--- config.mk ---
export PLATFORM = sky130hd
export DESIGN_NAME = ddl_ctrl
export DESIGN_NICKNAME = d
export VERILOG_FILES = /design/src/verilog/ddl_pkg.sv /design/src/verilog/ddl_sync.sv /design/src/verilog/ddl_ctrl.sv
export SDC_FILE = /design/constraint.sdc
export NUM_CORES = 1
export LEC_CHECK = 0
export ABC_AREA = 1
export BUFFER_PORTS_ARGS = -buffer_cell sky130_fd_sc_hd__clkbuf_2
export CAP_MARGIN = 20
export CORE_ASPECT_RATIO = 1.4
export CORE_MARGIN = 2
export CORE_UTILIZATION = 35
export CTS_CLUSTER_SIZE = 10
export DETAILED_ROUTE_END_ITERATION = 12
export SLEW_MARGIN = 30
export SYNTH_ARGS = -nofsm -noshare
export SYNTH_HDL_FRONTEND = slang
export SYNTH_SLANG_ARGS = --single-unit
--- constraint.sdc ---
create_clock -name i_ref_clk -period 1.8 [get_ports i_ref_clk]
set_input_delay 0.45 -clock i_ref_clk [delete_from_list [all_inputs] [get_ports i_ref_clk]]
set_output_delay 0.45 -clock i_ref_clk [all_outputs]
set_load 0.005 [all_outputs]
--- src/verilog/ddl_pkg.sv ---
// shared constants and types for the dual converter serial load control
package ddl_pkg;

    // ====================================================================
    // frame layout
    localparam int FRAME_BITS = 24;
    localparam int CNT_W = 5;
    localparam logic [CNT_W-1:0] CNT_RESET = 5'h00;
    localparam logic [CNT_W-1:0] CNT_LAST = 5'h17;
    localparam logic [23:0] SHIFT_RESET = 24'h000000;
    localparam int CMD_MSB = 21;
    localparam int CMD_LSB = 19;
    localparam int ADDR_MSB = 18;
    localparam int ADDR_LSB = 16;
    localparam int DATA_MSB = 15;
    localparam int REF_SEL_BIT = 0;

    // ====================================================================
    // commands and channel addresses
    localparam logic [2:0] CMD_WRITE_INPUT = 3'h0;
    localparam logic [2:0] CMD_UPDATE_CONV = 3'h1;
    localparam logic [2:0] CMD_WRITE_UPDATE_ALL = 3'h2;
    localparam logic [2:0] CMD_WRITE_UPDATE_ONE = 3'h3;
    localparam logic [2:0] CMD_REF_SELECT = 3'h7;
    localparam logic [2:0] ADDR_BOTH = 3'h7;

    // ====================================================================
    // codes
    localparam int CHANNELS = 2;
    localparam int DATA_W = 16;
    localparam int RESOLUTION = 16;
    localparam logic [DATA_W-1:0] ZERO_SCALE = 16'h0000;
    localparam logic [DATA_W-1:0] CODE_MASK = 16'hFFFF << (DATA_W - RESOLUTION);

    // ====================================================================
    // synchroniser
    localparam int PIN_W = 5;
    localparam logic [PIN_W-1:0] PINS_IDLE = 5'h1B;

    typedef struct packed {
        logic sclk;
        logic sync_n;
        logic din;
        logic load_strobe_n;
        logic async_clear_n;
    } ddl_pins_t;

    typedef struct packed {
        logic [DATA_W-1:0] code_b;
        logic [DATA_W-1:0] code_a;
    } ddl_codes_t;

endpackage : ddl_pkg

--- src/verilog/ddl_sync.sv ---
// two-flop synchroniser for the serial and strobe pins
`timescale 1ns/1ps
module ddl_sync #(
    parameter int W = 5,
    parameter logic [W-1:0] INIT = '1
) (
    input wire logic i_ref_clk,
    input wire logic i_reset,
    input wire logic [W-1:0] i_async,
    output logic [W-1:0] o_sync
);
    logic [W-1:0] meta;

    // ====================================================================
    // first stage feeds only the second stage
    always_ff @(posedge i_ref_clk) begin
        if (i_reset) begin
            meta <= INIT;
            o_sync <= INIT;
        end else begin
            meta <= i_async;
            o_sync <= meta;
        end
    end
endmodule : ddl_sync

--- src/verilog/ddl_ctrl.sv ---
// serial load, strobe and clear control for a dual-channel converter
//
// Contract
// - load strobe low moves pending inputs to converters
// - clear acts on its falling edge only
// - strobe ignored while clear held low
// - clear zeroes all input and converter registers
// - clear mode ends on next 24th edge
// - clear during a write aborts that write
// - shift register enabled only while sync low
// - data sampled on serial clock falling edges
// - update only after 24th serial clock edge
// - early sync rise discards partial write
// - input shift register is 24 bits
// - reference pin input by default, output once selected
// - converter codes are straight binary
`timescale 1ns/1ps
module ddl_ctrl (
    input wire logic i_ref_clk,
    input wire logic i_reset,
    input wire logic i_sclk,
    input wire logic i_sync_n,
    input wire logic i_din,
    input wire logic i_load_strobe_n,
    input wire logic i_async_clear_n,
    output ddl_pkg::ddl_codes_t o_codes,
    output logic o_shared_reference_pin_oe,
    output logic o_clear_mode,
    output logic o_frame_active
);
    import ddl_pkg::*;

    typedef enum logic [1:0] {
        ST_IDLE,
        ST_SHIFT,
        ST_DONE,
        ST_ABORT
    } ddl_state_t;

    ddl_pins_t pins_raw;
    ddl_pins_t pins;
    logic sclk_prev;
    logic clear_prev;
    logic sclk_fall;
    logic clear_fall;
    logic load_active;
    ddl_state_t state;
    logic [CNT_W-1:0] bit_cnt;
    logic [FRAME_BITS-1:0] shift_reg;
    logic commit;
    logic [CHANNELS-1:0][DATA_W-1:0] input_reg;
    logic [CHANNELS-1:0][DATA_W-1:0] conv_reg;
    logic [CHANNELS-1:0] pending;
    logic [CHANNELS-1:0][DATA_W-1:0] next_input_reg;
    logic [CHANNELS-1:0][DATA_W-1:0] next_conv_reg;
    logic [CHANNELS-1:0] next_pending;
    logic [2:0] word_cmd;
    logic [2:0] word_addr;
    logic [DATA_W-1:0] word_data;

    function automatic logic addr_hit(input logic [2:0] addr, input int ch);
        addr_hit = (addr == ADDR_BOTH) || (addr == 3'(ch));
    endfunction : addr_hit

    // ====================================================================
    // pin synchronisation and edge detection
    assign pins_raw = '{sclk: i_sclk, sync_n: i_sync_n, din: i_din,
                        load_strobe_n: i_load_strobe_n, async_clear_n: i_async_clear_n};

    ddl_sync #(.W(PIN_W), .INIT(PINS_IDLE)) u_sync (
        .i_ref_clk(i_ref_clk),
        .i_reset(i_reset),
        .i_async(pins_raw),
        .o_sync(pins)
    );

    always_ff @(posedge i_ref_clk) begin
        if (i_reset) begin
            sclk_prev <= PINS_IDLE[4];
            clear_prev <= PINS_IDLE[0];
        end else begin
            sclk_prev <= pins.sclk;
            clear_prev <= pins.async_clear_n;
        end
    end

    assign sclk_fall = sclk_prev && !pins.sclk;
    assign clear_fall = clear_prev && !pins.async_clear_n;
    assign load_active = !pins.load_strobe_n && pins.async_clear_n;

    // ====================================================================
    // frame state
    always_ff @(posedge i_ref_clk) begin
        if (i_reset) begin
            state <= ST_IDLE;
        end else begin
            case (state)
                ST_IDLE: begin
                    if (!pins.sync_n && !clear_fall) begin
                        state <= ST_SHIFT;
                    end
                end
                ST_SHIFT: begin
                    if (clear_fall) begin
                        state <= ST_ABORT;
                    end else if (pins.sync_n) begin
                        state <= ST_IDLE;
                    end else if (sclk_fall && bit_cnt == CNT_LAST) begin
                        state <= ST_DONE;
                    end
                end
                ST_DONE, ST_ABORT: begin
                    if (pins.sync_n) begin
                        state <= ST_IDLE;
                    end
                end
                default: begin
                    state <= ST_IDLE;
                end
            endcase
        end
    end

    // ====================================================================
    // shift register and bit counter
    always_ff @(posedge i_ref_clk) begin
        if (i_reset || state != ST_SHIFT) begin
            bit_cnt <= CNT_RESET;
            shift_reg <= SHIFT_RESET;
        end else if (sclk_fall) begin
            bit_cnt <= bit_cnt + CNT_W'(1);
            shift_reg <= {shift_reg[FRAME_BITS-2:0], pins.din};
        end
    end

    // commit fires one cycle after the 24th edge, once the word is whole
    always_ff @(posedge i_ref_clk) begin
        if (i_reset) begin
            commit <= 1'b0;
        end else begin
            commit <= (state == ST_SHIFT) && !pins.sync_n && !clear_fall
                && sclk_fall && bit_cnt == CNT_LAST;
        end
    end

    assign word_cmd = shift_reg[CMD_MSB:CMD_LSB];
    assign word_addr = shift_reg[ADDR_MSB:ADDR_LSB];
    assign word_data = shift_reg[DATA_MSB:0] & CODE_MASK;

    // ====================================================================
    // input and converter registers
    always_comb begin
        next_input_reg = input_reg;
        next_conv_reg = conv_reg;
        next_pending = pending;
        if (commit) begin
            for (int ch = 0; ch < CHANNELS; ch++) begin
                case (word_cmd)
                    CMD_WRITE_INPUT: begin
                        if (addr_hit(word_addr, ch)) begin
                            next_input_reg[ch] = word_data;
                            next_pending[ch] = 1'b1;
                        end
                    end
                    CMD_UPDATE_CONV: begin
                        if (addr_hit(word_addr, ch)) begin
                            next_conv_reg[ch] = input_reg[ch];
                            next_pending[ch] = 1'b0;
                        end
                    end
                    CMD_WRITE_UPDATE_ALL: begin
                        if (addr_hit(word_addr, ch)) begin
                            next_input_reg[ch] = word_data;
                        end
                        next_conv_reg[ch] = next_input_reg[ch];
                        next_pending[ch] = 1'b0;
                    end
                    CMD_WRITE_UPDATE_ONE: begin
                        if (addr_hit(word_addr, ch)) begin
                            next_input_reg[ch] = word_data;
                            next_conv_reg[ch] = word_data;
                            next_pending[ch] = 1'b0;
                        end
                    end
                    default: begin
                        next_pending[ch] = pending[ch];
                    end
                endcase
            end
        end
        // a level, so a strobe tied low updates as soon as data lands
        if (load_active) begin
            for (int ch = 0; ch < CHANNELS; ch++) begin
                if (next_pending[ch]) begin
                    next_conv_reg[ch] = next_input_reg[ch];
                    next_pending[ch] = 1'b0;
                end
            end
        end
    end

    always_ff @(posedge i_ref_clk) begin
        if (i_reset || clear_fall) begin
            input_reg <= {CHANNELS{ZERO_SCALE}};
            conv_reg <= {CHANNELS{ZERO_SCALE}};
            pending <= '0;
        end else begin
            input_reg <= next_input_reg;
            conv_reg <= next_conv_reg;
            pending <= next_pending;
        end
    end

    // ====================================================================
    // reference selection and clear mode
    always_ff @(posedge i_ref_clk) begin
        if (i_reset) begin
            o_shared_reference_pin_oe <= 1'b0;
        end else if (commit && word_cmd == CMD_REF_SELECT) begin
            o_shared_reference_pin_oe <= shift_reg[REF_SEL_BIT];
        end
    end

    always_ff @(posedge i_ref_clk) begin
        if (i_reset) begin
            o_clear_mode <= 1'b0;
        end else if (clear_fall) begin
            o_clear_mode <= 1'b1;
        end else if (commit) begin
            o_clear_mode <= 1'b0;
        end
    end

    always_ff @(posedge i_ref_clk) begin
        if (i_reset) begin
            o_codes <= '0;
            o_frame_active <= 1'b0;
        end else begin
            o_codes <= '{code_b: conv_reg[1], code_a: conv_reg[0]};
            o_frame_active <= (state == ST_SHIFT);
        end
    end
endmodule : ddl_ctrl

==> results.json <==
{
  "pre_cts_ws_ps": 181,
  "wl_per_cell_um": 13.4,
  "max-slew-margin-rel_pct": 68.9,
  "startpoint_type": "register",
  "tns_ps": 0,
  "crit_type": "register to register",
  "ys_ff_latch": 143,
  "antenna_found_initial": 0,
  "place_hpwl_mm": 11.9,
  "cp.arrival_ps": 2010,
  "finalWorstSetupSlack_ps": 146,
  "max_freq_ghz": 0.605,
  "worst_pin_slew_ps": 466,
  "syn_avg_cell_area_um2": 6.24,
  "finalHoldViolations": 0,
  "die-area_mm2": 0.0212,
  "peakVddDrop_v": 0.000618,
  "first_pass_iters": 5,
  "place_inst": 1388,
  "htree_levels": 4,
  "io_buffer_count": 41,
  "initialDrtViolationCount": 404,
  "clock-skew-final_ps": 19.7,
  "diodes": 0,
  "outcome": "finished, final reports clean",
  "endpoint_kind": "register",
  "grt_pass1_vias": 6600,
  "crit_path_max_fanout": 25,
  "utilization_pct": 41.9,
  "post-route-min-period_ps": 1650,
  "path_clk_slew_ps": 60,
  "insertion_delay_ps": 430,
  "rows": 61,
  "fp.dieW_um": 124,
  "gp_congestion": 0.766,
  "hp-class": "input port to register",
  "period_share_pct": 91.9,
  "tritoncts": "built",
  "yosys_warnings": 0,
  "grt_setup_unrepaired": "no",
  "drc_errors": 0,
  "initial_core_util_pct": 35.5,
  "final_area_mm2": 0.00829,
  "syn-instance-count": 1125,
  "finalPower_mw": 7.04,
  "placed_area_mm2": 0.00767,
  "synthToLayoutAreaGrowth_pct": 18.1,
  "ys_seq_area_share_pct": 40.8,
  "critPathRequiredTime_ps": 2160,
  "fillers": 2064,
  "grt_pass1_wl_mm": 31.5,
  "coreArea_mm2": 0.0198,
  "ios": 42,
  "synthDistinctLibCells": 28,
  "wl_mm": 19.1,
  "nets": 1163,
  "die_h_um": 172,
  "grt_max_degree": 39,
  "setup_viol": 0,
  "synth_fp_nets": 1133,
  "power.density_mw_per_mm2": 850,
  "drive_above_1_share_pct": 12.6,
  "cts_root_buffer": "clkbuf_16",
  "grt_usage_pct": 18.9,
  "numCtsBuffers": 17,
  "p_leak_nw": 3.78,
  "vias": 6931,
  "grt-ovfl-total": 0,
  "cap_viol_max_count": 0,
  "clk_path_buf_depth": 2,
  "ant_nets": 0,
  "cts_sinks": 143,
  "instances_no_fill": 1419,
  "holdWs_ps": 206,
  "via_per_inst": 4.88,
  "syn-cell-area_mm2": 0.00702,
  "drv_slew": 0
}
[area by class of cell]
class                   instances  area, um2  share of cell area [%]
clock buffers                  21        480                    5.80
clock inverters                10        135                    1.63
inverters                      92        345                    4.17
multi-input cells             829       3570                    43.1
flip-flops and latches        143       2860                    34.5
well taps                     252        315                    3.80
repair buffers                 72        576                    6.94
[logic make-up after synthesis]
logic type               count (synthesis)  synth area share, %
AO/OA/AOI/OAI                           91                 6.79
adder cells (fa/ha/maj)                  1                0.178
AND/OR/NAND/NOR                        736                 43.3
flip-flops                             143                 40.8
XOR/XNOR                                 1                0.125
buffers and inverters                  153                 8.80
[critical path, stage by stage, from the launching register on]
cell	delay, ps
dfxtp_1	400
nand2_1	80
nand2_2	180
buf_12	190
nand3_1	240
nand3_1	150
o21ai_1	90
nand2_1	80
nand2_1	50
a21oi_1	120
[Yosys cell counts (all sizes together)]
cell | instances | area share [%]
xor2 | 1 | 0.12
a31oi | 2 | 0.18
dfxtp | 143 | 41
inv | 84 | 4.5
nor4 | 1 | 0.089
nand2 | 491 | 26
ha | 1 | 0.18
o21ai | 28 | 2.0
buf | 23 | 1.9
nand3 | 134 | 9.7
clkinv | 8 | 0.43
nand4 | 1 | 0.089
nor3 | 8 | 0.78
a21oi | 61 | 4.6
nor3b | 1 | 0.11
nor2 | 76 | 4.1
clkbuf | 38 | 2.0
or2 | 24 | 2.1
[where the power goes]
part,internal (mW),leakage [nW],switching [mW],total [mW]
registers,3.18,1.15,0.00589,3.19
clock network,2.31,0.305,1.37,3.69
logic,0.0498,2.32,0.120,0.170
total,5.54,3.78,1.50,7.04
[metal layers]
layer,vias to the layer above,routed length (um),track usage (%),part of all wire [%]
met3,22,873,3.48,4.6
li1,3567,-,-,-
met1,3176,8360,22.5,44
met2,166,9570,32.9,50
met4,0,279,7.66,1.5
met5,-,0,0,0
[timing repair]
item,4_1_cts,5_1_grt
hold buffers,0,0
endpoints found under the hold margin,0,0
resized for setup,0,1
setup buffers,0,0
endpoints found under the setup margin,0,1
[placed cells by master (no fill, tap or decap), drive strengths merged]
cell type / synthesis / routed
o21ai: 28 / 28
nand2: 491 / 491
nor4: 1 / 1
clkbuf: 38 / 62
a21oi: 61 / 61
nand4: 1 / 1
bufinv: 0 / 3
clkinv: 8 / 14
dfxtp: 143 / 143
ha: 1 / 1
nor3: 8 / 8
nor3b: 1 / 1
inv: 84 / 84
a31oi: 2 / 2
or2: 24 / 24
buf: 23 / 31
nand3: 134 / 134
clkinvlp: 0 / 1
xor2: 1 / 1
nor2: 76 / 76
[path summary, 6_finish.rpt]
| kind | from | end | slack (ps) | depth (start not counted) |
|---|---|---|---|---|
| max | shift_reg[16] | conv_reg[25] | 150 | 9 |
| min | i_sclk | u_sync.meta[4] | 210 | 2 |
| max reg2reg | shift_reg[16] | conv_reg[25] | 150 | 9 |
| min reg2reg | u_sync.meta[2] | u_sync.o_sync[2] | 400 | 2 |
Note: power is estimated with default switching activity, not from simulation.
